`config.mk`:
```
export PLATFORM = sky130hd
export DESIGN_NAME = ascp_top
export DESIGN_NICKNAME = d
export VERILOG_FILES = /design/src/hw/ascp_pkg.sv /design/src/hw/ascp_quad.sv /design/src/hw/ascp_sync.sv /design/src/hw/ascp_top.sv
export SDC_FILE = /design/constraint.sdc
export NUM_CORES = 1
export LEC_CHECK = 0
export BUFFER_PORTS_ARGS = -buffer_cell sky130_fd_sc_hd__buf_2
export CAP_MARGIN = 20
export CELL_PAD_IN_SITES_DETAIL_PLACEMENT = 2
export CELL_PAD_IN_SITES_GLOBAL_PLACEMENT = 2
export CORE_UTILIZATION = 42
export CTS_BUF_LIST = sky130_fd_sc_hd__clkbuf_4 sky130_fd_sc_hd__clkbuf_8
export CTS_CLUSTER_SIZE = 20
export DETAILED_ROUTE_END_ITERATION = 10
export GPL_TIMING_DRIVEN = 1
export MAX_ROUTING_LAYER = met4
export PLACE_DENSITY_LB_ADDON = 0.05
export SLEW_MARGIN = 20
export SYNTH_ARGS = -nofsm -noshare
export SYNTH_HDL_FRONTEND = slang
export SYNTH_HIERARCHICAL = 1
export SYNTH_SLANG_ARGS = --single-unit
```
`constraint.sdc`:
```
create_clock -name clk_i -period 11.2 [get_ports clk_i]
set_input_delay 0.56 -clock clk_i [delete_from_list [all_inputs] [get_ports clk_i]]
set_output_delay 0.56 -clock clk_i [all_outputs]
set_load 0.03 [all_outputs]
```
`src/hw/ascp_pkg.sv`:
```
// Constants, register map and types of the axis stop and position counters.
// Assumes a 40 MHz reference clock and a 32-bit classic Wishbone register bus.
package ascp_pkg;
   // Clock and timing
   localparam int CLK_MHZ        = 40;
   localparam int STOP_PULSE_CYC = 8;
   localparam int FILT_NS        = 3000;
   localparam int FILT_CYC       = FILT_NS * CLK_MHZ / 1000;

   // Register byte addresses
   localparam logic [7:0] ADR_MODE = 8'h00;
   localparam logic [7:0] ADR_ENV1 = 8'h04;
   localparam logic [7:0] ADR_ENV2 = 8'h08;
   localparam logic [7:0] ADR_ENV3 = 8'h0C;
   localparam logic [7:0] ADR_CMD  = 8'h10;
   localparam logic [7:0] ADR_ERR  = 8'h14;
   localparam logic [7:0] ADR_STS  = 8'h18;
   localparam logic [7:0] ADR_CNT1 = 8'h1C;
   localparam logic [7:0] ADR_CNT2 = 8'h20;
   localparam logic [7:0] ADR_CNT3 = 8'h24;
   localparam logic [7:0] ADR_CNT4 = 8'h28;

   // Field positions
   localparam int MODE_WINP_BIT = 16;
   localparam int MODE_SPE_BIT  = 24;
   localparam int MODE_SPO_BIT  = 25;
   localparam int ENV1_ACT_BIT  = 19;
   localparam int ENV1_FLT_BIT  = 26;
   localparam int ENV2_EIM_LSB  = 20;
   localparam int ENV2_SWAP_BIT = 22;
   localparam int ENV2_DIS_BIT  = 30;
   localparam int ENV3_CI2_LSB  = 8;
   localparam int ENV3_CI3_LSB  = 10;
   localparam int ENV3_CI4_LSB  = 12;
   localparam int ERR_STOP_BIT  = 8;
   localparam int ERR_EMG_BIT   = 9;
   localparam int ERR_ENC_BIT   = 16;
   localparam int STS_RUN_BIT   = 0;
   localparam int STS_DEC_BIT   = 1;
   localparam int STS_WINP_BIT  = 2;
   localparam int STS_STOP_BIT  = 6;
   localparam int STS_EMG_BIT   = 7;

   // Writable bits and reset values
   localparam logic [31:0] MODE_MASK = 32'h0301_0000;
   localparam logic [31:0] ENV1_MASK = 32'h0408_0000;
   localparam logic [31:0] ENV2_MASK = 32'h4070_0000;
   localparam logic [31:0] ENV3_MASK = 32'h0000_3F00;
   localparam logic [31:0] ERR_MASK  = 32'h0001_0300;
   localparam logic [31:0] REG_RST   = 32'h0000_0000;

   // Commands
   localparam logic [7:0] CMD_EMG   = 8'h05;
   localparam logic [7:0] CMD_SPULS = 8'h07;
   localparam logic [7:0] CMD_START = 8'h50;

   typedef enum logic [1:0] {
      ENC_X1   = 2'b00,
      ENC_X2   = 2'b01,
      ENC_X4   = 2'b10,
      ENC_2PLS = 2'b11
   } ascp_enc_mode_t;

   typedef enum logic [1:0] {
      ST_IDLE = 2'b00,
      ST_RUN  = 2'b01,
      ST_STOP = 2'b11,
      ST_WINP = 2'b10
   } ascp_state_t;
endpackage

```
`src/hw/ascp_quad.sv`:
```
// Quadrature / two-pulse decoder giving up, down and error pulses.
// Assumes a_i and b_i are already synchronised to clk_i.
`timescale 1ns/1ps
module ascp_quad (
   input  wire logic                  clk_i,
   input  wire logic                  rst_i,
   input  wire logic                  a_i,
   input  wire logic                  b_i,
   input  wire logic [1:0]            mode_i,
   input  wire logic                  swap_i,
   input  wire logic                  dis_i,
   output logic                       up_o,
   output logic                       dn_o,
   output logic                       err_o
);
   typedef struct packed {
      logic pa;
      logic pb;
      logic up;
      logic dn;
      logic err;
   } ascp_quad_st_t;

   ascp_quad_st_t q;
   ascp_quad_st_t d;

   always_comb begin
      logic ar, af, br, bf, u, n, e;
      ar = a_i & ~q.pa;
      af = ~a_i & q.pa;
      br = b_i & ~q.pb;
      bf = ~b_i & q.pb;
      u = 1'b0;
      n = 1'b0;
      e = 1'b0;
      d = q;
      d.pa = a_i;
      d.pb = b_i;
      case (mode_i)
         ascp_pkg::ENC_X1: begin
            u = ar & ~b_i;
            n = af & ~b_i;
            e = (ar | af) & (br | bf);
         end
         ascp_pkg::ENC_X2: begin
            u = (ar & ~b_i) | (af & b_i);
            n = (ar & b_i) | (af & ~b_i);
            e = (ar | af) & (br | bf);
         end
         ascp_pkg::ENC_X4: begin
            u = (ar & ~b_i) | (af & b_i) | (br & a_i) | (bf & ~a_i);
            n = (ar & b_i) | (af & ~b_i) | (br & ~a_i) | (bf & a_i);
            e = (ar | af) & (br | bf);
         end
         ascp_pkg::ENC_2PLS: begin
            e = ar & br;
            u = ar & ~br;
            n = br & ~ar;
         end
         default: begin
            e = 1'b0;
         end
      endcase
      if (e) begin
         u = 1'b0;
         n = 1'b0;
      end
      d.up = ~dis_i & (swap_i ? n : u);
      d.dn = ~dis_i & (swap_i ? u : n);
      d.err = ~dis_i & e;
   end

   always_ff @(posedge clk_i) begin
      if (rst_i) begin
         q <= '0;
      end else begin
         q <= d;
      end
   end

   assign up_o  = q.up;
   assign dn_o  = q.dn;
   assign err_o = q.err;
endmodule // ascp_quad

```
`src/hw/ascp_sync.sv`:
```
// Three-stage input synchroniser with optional glitch filter.
// Assumes async_i is a pin level outside the clk_i domain.
`timescale 1ns/1ps
module ascp_sync #(
   parameter int   FILT_CYC = ascp_pkg::FILT_CYC,
   parameter logic RST_VAL  = 1'b0
) (
   input  wire logic clk_i,
   input  wire logic rst_i,
   input  wire logic async_i,
   input  wire logic filt_en_i,
   output logic      level_o
);
   localparam int CW = $clog2(FILT_CYC + 1);
   if (FILT_CYC < 1) begin : g_chk
      $error("ascp_sync: FILT_CYC must be at least 1");
   end

   typedef struct packed {
      logic [2:0]    s;
      logic [CW-1:0] cnt;
      logic          lvl;
   } ascp_sync_st_t;

   ascp_sync_st_t q;
   ascp_sync_st_t d;

   always_comb begin
      d = q;
      d.s = {q.s[1:0], async_i};
      // Change accepted once second and third stages agree, or FILT_CYC cycles after that when the filter is enabled
      if ((q.s[1] == q.s[2]) && (q.s[2] != q.lvl)) begin
         if (!filt_en_i || (q.cnt == CW'(FILT_CYC))) begin
            d.lvl = q.s[2];
            d.cnt = '0;
         end else begin
            d.cnt = q.cnt + CW'(1);
         end
      end else begin
         d.cnt = '0;
      end
   end

   always_ff @(posedge clk_i) begin
      if (rst_i) begin
         q <= '{s: {3{RST_VAL}}, cnt: '0, lvl: RST_VAL};
      end else begin
         q <= d;
      end
   end

   assign level_o = q.lvl;
endmodule // ascp_sync

```
`src/hw/ascp_top.sv`:
```
// Axis stop handling and position counters with a Wishbone slave.
// Assumes a pulse generator on clk_i that reports pulse-cycle end and
// move completion, and open-drain shared stop and emergency lines.
//
// Implementation choices: register access over Wishbone and the register offsets.
`timescale 1ns/1ps
module ascp_top #(
   parameter int CNT_W = 28,
   parameter int DEV_W = 16
) (
   input  wire logic        clk_i,
   input  wire logic        rst_i,
   input  wire logic        wb_cyc_i,
   input  wire logic        wb_stb_i,
   input  wire logic        wb_we_i,
   input  wire logic [7:0]  wb_adr_i,
   input  wire logic [3:0]  wb_sel_i,
   input  wire logic [31:0] wb_dat_i,
   output logic      [31:0] wb_dat_o,
   output logic             wb_ack_o,
   input  wire logic        shared_stop_line_i,
   output logic             shared_stop_line_o,
   output logic             shared_stop_line_oe_o,
   input  wire logic        shared_emergency_line_i,
   input  wire logic        in_position_input_i,
   input  wire logic        enc_phase_a_i,
   input  wire logic        enc_phase_b_i,
   input  wire logic        pulser_phase_a_i,
   input  wire logic        pulser_phase_b_i,
   input  wire logic        cmd_pulse_i,
   input  wire logic        cmd_dir_i,
   input  wire logic        pulse_cycle_end_i,
   input  wire logic        move_done_i,
   output logic             axis_busy_o,
   output logic             axis_start_o,
   output logic             axis_decel_o,
   output logic             axis_halt_o
);
   if (CNT_W < 4 || CNT_W > 32 || DEV_W < 4 || DEV_W > CNT_W) begin : g_chk
      $error("ascp_top: counter widths out of range");
   end

   typedef struct packed {
      logic                   ack;
      logic [31:0]            rdat;
      logic [31:0]            mode;
      logic [31:0]            env1;
      logic [31:0]            env2;
      logic [31:0]            env3;
      logic [31:0]            err;
      ascp_pkg::ascp_state_t  st;
      logic [3:0]             spcnt;
      logic                   sp_oe;
      logic                   stop_prev;
      logic                   decel;
      logic                   halt;
      logic                   start;
      logic                   busy;
      logic                   half;
      logic [CNT_W-1:0]       c1;
      logic [CNT_W-1:0]       c2;
      logic [DEV_W-1:0]       c3;
      logic [CNT_W-1:0]       c4;
   } ascp_top_st_t;

   ascp_top_st_t q;
   ascp_top_st_t d;

   // Synchronised pins: stop, emergency, in-position, enc A/B, pulser A/B
   localparam int         NSYNC    = 7;
   localparam logic [6:0] FILT_SEL = 7'b0000110;
   localparam logic [6:0] RST_SEL  = 7'b0000011;
   logic [NSYNC-1:0] raw;
   logic [NSYNC-1:0] lvl;
   assign raw = {pulser_phase_b_i, pulser_phase_a_i, enc_phase_b_i,
                 enc_phase_a_i, in_position_input_i,
                 shared_emergency_line_i, shared_stop_line_i};

   genvar gi;
   for (gi = 0; gi < NSYNC; gi++) begin : g_sync
      ascp_sync #(
         .FILT_CYC (ascp_pkg::FILT_CYC),
         .RST_VAL  (RST_SEL[gi])
      ) u_sync (
         .clk_i     (clk_i),
         .rst_i     (rst_i),
         .async_i   (raw[gi]),
         .filt_en_i (FILT_SEL[gi] & q.env1[ascp_pkg::ENV1_FLT_BIT]),
         .level_o   (lvl[gi])
      );
   end

   logic stop_lvl;
   logic emg_lvl;
   logic inp_lvl;
   assign stop_lvl = lvl[0];
   assign emg_lvl  = lvl[1];
   assign inp_lvl  = lvl[2];

   logic enc_up, enc_dn, enc_err;
   logic pls_up, pls_dn;

   ascp_quad u_enc (
      .clk_i  (clk_i),
      .rst_i  (rst_i),
      .a_i    (lvl[3]),
      .b_i    (lvl[4]),
      .mode_i (q.env2[ascp_pkg::ENV2_EIM_LSB +: 2]),
      .swap_i (q.env2[ascp_pkg::ENV2_SWAP_BIT]),
      .dis_i  (q.env2[ascp_pkg::ENV2_DIS_BIT]),
      .up_o   (enc_up),
      .dn_o   (enc_dn),
      .err_o  (enc_err)
   );

   ascp_quad u_pls (
      .clk_i  (clk_i),
      .rst_i  (rst_i),
      .a_i    (lvl[5]),
      .b_i    (lvl[6]),
      .mode_i (ascp_pkg::ENC_X4),
      .swap_i (1'b0),
      .dis_i  (1'b0),
      .up_o   (pls_up),
      .dn_o   (pls_dn),
      .err_o  ()
   );

   // Byte-lane merge for register writes
   function automatic logic [31:0] merge(input logic [31:0] old,
                                         input logic [31:0] nw,
                                         input logic [3:0]  sel,
                                         input logic [31:0] msk);
      logic [31:0] be;
      be = {{8{sel[3]}}, {8{sel[2]}}, {8{sel[1]}}, {8{sel[0]}}} & msk;
      return (old & ~be) | (nw & be);
   endfunction

   // Signed step of -1, 0 or +1 from an up/down pair
   function automatic logic signed [2:0] step(input logic up,
                                              input logic dn);
      return 3'(signed'({2'b00, up})) - 3'(signed'({2'b00, dn}));
   endfunction

   function automatic logic [CNT_W-1:0] bump(input logic [CNT_W-1:0] v,
                                             input logic signed [2:0] s);
      return v + {{(CNT_W-3){s[2]}}, s};
   endfunction

   always_comb begin
      logic take, wr, cmd_wr, emg_cmd, sp_cmd, start_cmd;
      logic stop_fall, emg_on, abn, active;
      logic [31:0] err_set, err_clr, rd;
      logic signed [2:0] s_cmd, s_enc, s_pls, s2, s3, s4;
      d = q;
      d.halt = 1'b0;
      d.start = 1'b0;
      take = wb_cyc_i & wb_stb_i & ~q.ack;
      wr = take & wb_we_i;
      d.ack = take;
      cmd_wr = wr & (wb_adr_i == ascp_pkg::ADR_CMD) & wb_sel_i[0];
      emg_cmd = cmd_wr & (wb_dat_i[7:0] == ascp_pkg::CMD_EMG);
      sp_cmd = cmd_wr & (wb_dat_i[7:0] == ascp_pkg::CMD_SPULS);
      start_cmd = cmd_wr & (wb_dat_i[7:0] == ascp_pkg::CMD_START);
      err_set = '0;
      err_clr = '0;
      abn = 1'b0;
      active = (q.st != ascp_pkg::ST_IDLE);
      emg_on = ~emg_lvl;
      d.stop_prev = stop_lvl;
      stop_fall = q.stop_prev & ~stop_lvl & q.mode[ascp_pkg::MODE_SPE_BIT];

      // Axis state
      if (active && (emg_on || emg_cmd)) begin
         d.st = ascp_pkg::ST_IDLE;
         d.decel = 1'b0;
         d.halt = 1'b1;
         abn = 1'b1;
         err_set[ascp_pkg::ERR_EMG_BIT] = emg_on;
      end else begin
         case (q.st)
            ascp_pkg::ST_IDLE: begin
               if (start_cmd && !emg_on) begin
                  if (q.mode[ascp_pkg::MODE_SPE_BIT] && !stop_lvl) begin
                     err_set[ascp_pkg::ERR_STOP_BIT] = 1'b1;
                     abn = 1'b1;
                  end else begin
                     d.st = ascp_pkg::ST_RUN;
                     d.start = 1'b1;
                  end
               end
            end
            ascp_pkg::ST_RUN: begin
               if (stop_fall) begin
                  err_set[ascp_pkg::ERR_STOP_BIT] = 1'b1;
                  abn = 1'b1;
                  d.st = ascp_pkg::ST_STOP;
                  d.decel = q.env1[ascp_pkg::ENV1_ACT_BIT];
               end else if (move_done_i) begin
                  d.st = q.mode[ascp_pkg::MODE_WINP_BIT] ?
                         ascp_pkg::ST_WINP : ascp_pkg::ST_IDLE;
               end
            end
            ascp_pkg::ST_STOP: begin
               if (q.decel ? move_done_i : pulse_cycle_end_i) begin
                  d.st = ascp_pkg::ST_IDLE;
                  d.halt = ~q.decel;
                  d.decel = 1'b0;
               end
            end
            ascp_pkg::ST_WINP: begin
               if (inp_lvl) begin
                  d.st = ascp_pkg::ST_IDLE;
               end
            end
            default: begin
               d.st = ascp_pkg::ST_IDLE;
            end
         endcase
      end

      d.busy = (d.st != ascp_pkg::ST_IDLE);

      // Open-drain one-shot on the shared stop line
      if (q.spcnt != 4'h0) begin
         d.spcnt = q.spcnt - 4'h1;
      end else if (sp_cmd ||
                   (abn && q.mode[ascp_pkg::MODE_SPO_BIT])) begin
         d.spcnt = 4'(ascp_pkg::STOP_PULSE_CYC);
      end
      d.sp_oe = (d.spcnt != 4'h0);

      // Counters
      err_set[ascp_pkg::ERR_ENC_BIT] = enc_err;
      d.half = ~q.half;
      s_cmd = step(cmd_pulse_i & cmd_dir_i, cmd_pulse_i & ~cmd_dir_i);
      s_enc = step(enc_up, enc_dn);
      s_pls = step(pls_up, pls_dn);
      case (q.env3[ascp_pkg::ENV3_CI2_LSB +: 2])
         2'b00:   s2 = s_enc;
         2'b01:   s2 = s_cmd;
         2'b10:   s2 = s_pls;
         default: s2 = 3'sd0;
      endcase
      case (q.env3[ascp_pkg::ENV3_CI3_LSB +: 2])
         2'b00:   s3 = s_cmd - s_enc;
         2'b01:   s3 = s_cmd - s_pls;
         2'b10:   s3 = s_enc - s_pls;
         default: s3 = 3'sd0;
      endcase
      case (q.env3[ascp_pkg::ENV3_CI4_LSB +: 2])
         2'b00:   s4 = s_cmd;
         2'b01:   s4 = s_enc;
         2'b10:   s4 = s_pls;
         default: s4 = step(q.half, 1'b0);
      endcase
      d.c1 = bump(q.c1, s_cmd);
      d.c2 = bump(q.c2, s2);
      d.c3 = DEV_W'(bump(CNT_W'(q.c3), s3));
      d.c4 = bump(q.c4, s4);

      // Register writes
      if (wr) begin
         case (wb_adr_i)
            ascp_pkg::ADR_MODE:
               d.mode = merge(q.mode, wb_dat_i, wb_sel_i, ascp_pkg::MODE_MASK);
            ascp_pkg::ADR_ENV1:
               d.env1 = merge(q.env1, wb_dat_i, wb_sel_i, ascp_pkg::ENV1_MASK);
            ascp_pkg::ADR_ENV2:
               d.env2 = merge(q.env2, wb_dat_i, wb_sel_i, ascp_pkg::ENV2_MASK);
            ascp_pkg::ADR_ENV3:
               d.env3 = merge(q.env3, wb_dat_i, wb_sel_i, ascp_pkg::ENV3_MASK);
            ascp_pkg::ADR_ERR:
               err_clr = merge('0, wb_dat_i, wb_sel_i, ascp_pkg::ERR_MASK);
            ascp_pkg::ADR_CNT1:
               d.c1 = CNT_W'(merge(32'(q.c1), wb_dat_i, wb_sel_i, '1));
            ascp_pkg::ADR_CNT2:
               d.c2 = CNT_W'(merge(32'(q.c2), wb_dat_i, wb_sel_i, '1));
            ascp_pkg::ADR_CNT3:
               d.c3 = DEV_W'(merge(32'(q.c3), wb_dat_i, wb_sel_i, '1));
            ascp_pkg::ADR_CNT4:
               d.c4 = CNT_W'(merge(32'(q.c4), wb_dat_i, wb_sel_i, '1));
            default: begin
               d.mode = q.mode;
            end
         endcase
      end
      // Hardware set wins over software clear
      d.err = (q.err & ~err_clr) | err_set;

      // Register reads
      rd = '0;
      case (wb_adr_i)
         ascp_pkg::ADR_MODE: rd = q.mode;
         ascp_pkg::ADR_ENV1: rd = q.env1;
         ascp_pkg::ADR_ENV2: rd = q.env2;
         ascp_pkg::ADR_ENV3: rd = q.env3;
         ascp_pkg::ADR_ERR:  rd = q.err;
         ascp_pkg::ADR_STS: begin
            rd[ascp_pkg::STS_RUN_BIT]  = active;
            rd[ascp_pkg::STS_DEC_BIT]  = q.decel;
            rd[ascp_pkg::STS_WINP_BIT] = (q.st == ascp_pkg::ST_WINP);
            rd[ascp_pkg::STS_STOP_BIT] = ~stop_lvl;
            rd[ascp_pkg::STS_EMG_BIT]  = emg_on;
         end
         ascp_pkg::ADR_CNT1: rd = 32'(q.c1);
         ascp_pkg::ADR_CNT2: rd = 32'(q.c2);
         ascp_pkg::ADR_CNT3: rd = 32'(q.c3);
         ascp_pkg::ADR_CNT4: rd = 32'(q.c4);
         default:            rd = '0;
      endcase
      d.rdat = take ? rd : '0;
   end

   // Emergency stop touches no configuration or counter state
   always_ff @(posedge clk_i) begin
      if (rst_i) begin
         q <= '{st: ascp_pkg::ST_IDLE, stop_prev: 1'b1,
                mode: ascp_pkg::REG_RST, env1: ascp_pkg::REG_RST,
                env2: ascp_pkg::REG_RST, env3: ascp_pkg::REG_RST,
                err: ascp_pkg::REG_RST, default: '0};
      end else begin
         q <= d;
      end
   end

   assign wb_dat_o              = q.rdat;
   assign wb_ack_o              = q.ack;
   assign shared_stop_line_o    = 1'b0;
   assign shared_stop_line_oe_o = q.sp_oe;
   assign axis_busy_o           = q.busy;
   assign axis_start_o          = q.start;
   assign axis_decel_o          = q.decel;
   assign axis_halt_o           = q.halt;
endmodule // ascp_top

```
# Yosys cells after proc, flatten, opt, wreduce, memory -nomap -nowiden
# Cells that the tools add are included.
[word_totals]
word_cells = 301
output_inout_bits = 39
ff_bits = 357
input_bits = 60
[classes]
add_sub_neg = 13
mux = 46
reduce_logical = 42
n_bitwise = 112
eq_ne = 43
[ops]
columns = ["cell", "count"]
rows = [
  ["24-bit case mux with 9 select lines", 1],
  ["32-bit AND", 5],
  ["32-bit bitwise OR", 4],
  ["28-bit AND", 4],
  ["100-bit two-way mux", 1],
  ["28-bit adder", 3],
  ["28-bit two-way mux", 3],
  ["28-bit bitwise OR", 3],
  ["32-bit two-way mux", 2],
  ["1-bit AND", 44],
  ["32-bit by 14-bit AND with 32-bit output", 1],
  ["32-bit by 17-bit AND with 32-bit output", 1],
  ["32-bit by 26-bit AND with 32-bit output", 1],
  ["32-bit by 27-bit AND with 32-bit output", 1],
  ["32-bit by 31-bit AND with 32-bit output", 1],
  ["8-bit by 5-bit == test with 1-bit output (second input constant)", 4],
  ["14-bit inverter with 32-bit output", 1],
  ["26-bit inverter with 32-bit output", 1],
  ["27-bit inverter with 32-bit output", 1],
  ["31-bit inverter with 32-bit output", 1],
  ["32-bit inverter", 1],
  ["32-bit by 17-bit bitwise OR with 32-bit output", 1],
  ["3-bit case mux with 10 select lines", 1],
  ["28-bit inverter", 1],
  ["41 further kinds", 169],
]

# Logic depth before layout (Yosys ltp)
[depth]
depth_word = 15
depth_mapped = 17

# By module
# Netlist, hierarchy kept.
[by_module_without_submodules]
columns = ["mod", "area_per_inst_um2", "instances", "seq_area_each_um2", "cells_each"]
rows = [
  ["ascp_top", 12385.6, 1, 3223.1, 1536],
  ["ascp_sync at g_sync[2].u_sync ...", 496.7, 5, 220.2, 49],
  ["ascp_sync at g_sync[0].u_sync ...", 479.2, 2, 220.2, 52],
  ["ascp_quad", 367.9, 2, 100.1, 43],
]

# Least setup slack after synthesis
# No wires, ideal clock.
[synth_timing]
path_kind = "in2reg"
start = "input cmd_dir_i"
end = "register (tool-made name)"
path_buffers = 1
arrival_ns = 5.011
setup_ns = 0.120
path_stages = 14
slack_ns = 6.069
required_ns = 11.080
cell_sequence = "nand2b_1 clkbuf_1 nor2_1 a21oi_1 o21ai_0 ha_1 a2111oi_0 o21ai_1 a31oi_1 a21oi_1 o21ai_1 o221ai_1 and3_1 o31a_1"
[synth_lines]
columns = ["element", "line_no", "rtl"]
rows = [
  ["start: declaration", "ascp_top.sv:31", "input wire logic cmd_dir_i,"],
]

==> impl.org <==
** Critical path
- The number of cells on the worst reg-to-reg path is 14.
- Critical path required time :: 11.76 ns
- Setup slack on the worst reg-to-reg path comes out at 7.03 ns.
- The worst setup path is captured at a register.
- The critical path is of the register to register type.
- CP max FO :: 4
- Critical path data arrival time :: 4.73 ns
- STA classifies the critical path startpoint as a register.

** Drt
- Dividing the detail-routed wire length by the instance count gives 23.39 um.
- DR vias :: 15,785
- Number of DRC violations after detailed-routing iteration 0 :: 755
- The count of nets left with antenna violations once routing finished came out at 0.
- DR vias/cell :: 6.060
- Pre-Repair DR Iteration Count :: 5
- In the routed design, unresolved DRC markers number 0.
- Final WL :: 60.93 mm

** Die
- From bottom edge to top edge, the die measures 200.4 um.
- 99 I/O pins were placed.
- After floorplanning, the core was sized to cover 38,740 um^2.
- Area enclosed by the die boundary :: 40,170 um^2
- Starting density of the core :: 42.68%
- Number of placement rows :: 72
- Die Width :: 200.4 um

** Finish
- Leaving out fill and tap cells, the most frequent cells in the layout are dfxtp_1, nor2_1, a21oi_1, ha_1, nand2_1.
- Of the cells placed in the final design, the portion with a size suffix greater than 1 is 13.18%.
- In the final layout, the multi-input gates occupy 10,860 um^2.
- Area used by sequential logic in the layout :: 4945 um^2
- Relative to the synthesized area, the layout overhead comes to 11.40%.
- Final instance area :: 18,420 um^2
- Layout Nets :: 2,228
- Once layout is complete, the cells apart from fillers number 2,605.
- Most frequent standard cell in the layout excluding fill and tap cells :: dfxtp_1
- Once layout is complete, the utilization of the core stands at 47.55%.
- After filler insertion, the fill cell instance count of the layout stands at 4,318.

** Synth
- Mean instance size in the synthesized netlist :: 8.402 um^2
- Post-synthesis cell count :: 1,968
- The cell area that synthesis handed to floorplanning was 16,530 um^2.
- For this run, the number of Yosys warnings is 6.

** Run
- Max-cap check violation count :: 0

** Clock tree
- TritonCTS built the clock tree.
- The H-tree was split into 2 levels.
- The number of gates resized after CTS was 0.
- Clock-pin slew was measured on the worst setup and hold paths at 0.06 ns.
- The tree built by TritonCTS fans out to 247 sinks.
- Clock tree synthesis selected as its root buffer the cell clkbuf_8.
- Number of clock buffers inserted by TritonCTS :: 48
- In this run, post-CTS hold repair placed 0 buffers.
- The later pin in the worst-skew pair is clocked with a latency of 0.66 ns.
- No sink is reached through more buffers than the 3 on the longest clock path.
- Number of post-CTS setup repair buffers :: 0

** GRT
- The number of global-route vias before repair is 17,252.
- The first global-routing pass estimated 96.57 mm of wire.
- Global routing used 31.13% of the available tracks.
- For met2 alone, demand over resource in global routing was 55.28%.
- Global routing usage on met1 :: 36.67%
- Entering global routing, the biggest net connects 152 pins.
- Residual overflow from global routing :: 0
- Number of antenna violations at the first check in global routing :: 2
- Most utilized layer in the global route result :: met2
- Global routing consumed, on the met3 layer, 3.166% of the routing resources.

** STA
- Sum of negative setup slack :: 0 ns
- Setup violations remaining at the end of the flow were counted as 0.
- Measured against its own limit, the worst slew margin works out to 25.93%.
- In the post-route analysis, the smallest setup slack over all paths is 7.032 ns.
- Setup Skew :: 0.04243 ns
- Final Critical Period :: 4.168 ns
- Setup repair after global routing left no endpoint under its margin.
- For the pin with the worst max-slew slack, the measured transition is 1.111 ns.
- Share of the cycle needed by the critical path after routing :: 37.21%
- Timing would allow up to 239.9 MHz.
- Fin. max-slew vios :: 0
- On the final layout, the worst hold slack is 0.08475 ns.
- The final number of hold-violating endpoints was 0.

** Power and ir drop
- After layout, the design draws a total of 2.530 mW.
- VDD sags by at most 0.00009774 V.
- Power density cells :: 137.3 nW/um^2
- The analysis attributes to cell leakage a power of 7.485 nW.

** Worst hold path
- Worst Hold Path Cells :: 2
- In this run the worst hold path is classified as input pin to register.

** Place
- Prior to clock tree synthesis, the placed netlist has a worst setup slack of 6.511 ns.
- Count of input and output buffers :: 91
- The placed instances occupy a cell area of 17,310 um^2.
- Detailed placement finished with a half-perimeter wire length of 43.71 mm.
- The congestion estimate from routability-driven global placement came to 0.8976.
- The number of placed instances, taps included, is 2,516.

** Run status
- The run finished with clean final reports.
[layout make-up]
cell class / count / area share [%]
diodes: 1 / 0.01359
clock buffers: 79 / 5.461
clock inverters: 9 / 0.5230
inverters: 73 / 1.488
multi-input cells: 1572 / 58.97
flip-flops and latches: 247 / 26.84
well taps: 518 / 3.519
repair buffers: 106 / 3.186
[metal layers]
| layer | wire, um | vias up | part of all wire [%] |
|---|---|---|---|
| li1 | - | 7366 | - |
| met1 | 26180 | 8002 | 43 |
| met2 | 31030 | 320 | 51 |
| met3 | 2132 | 97 | 3.5 |
| met4 | 1595 | 0 | 2.6 |
| met5 | 0 | - | 0 |
[worst paths after layout]
path | startpoint | endpoint
setup / recovery | u_enc/up_o | register
hold / removal | shared_emergency_line_i | g_sync[1].u_sync/d[9]
setup reg to reg | u_enc/up_o | register
hold reg to reg | g_sync[1].u_sync/d[9] | g_sync[1].u_sync/d[10]
[report_power, final]
| part | total (mW) | switching (mW) | leakage [nW] | internal (mW) |
|---|---|---|---|---|
| clock | 1.04 | 0.448 | 0.586 | 0.593 |
| sequential | 1.00 | 0.0710 | 2.01 | 0.934 |
| combinational | 0.484 | 0.290 | 4.89 | 0.194 |
[critical path, cell delays in order, from the launching register on]
cell and delay (ns):
dfxtp_1 0.32, inv_1 0.05, ha_1 0.31, inv_1 0.08, mux4_2 0.48, ha_1 0.26, fa_1 0.45, a211oi_1 0.40
o21ai_0 0.28, nand2_1 0.15, a31oi_1 0.26, a311oi_1 0.51, xnor2_1 0.17, nor2_1 0.06, a311oi_1 0.28
Note: power is estimated with default switching activity, not from simulation.
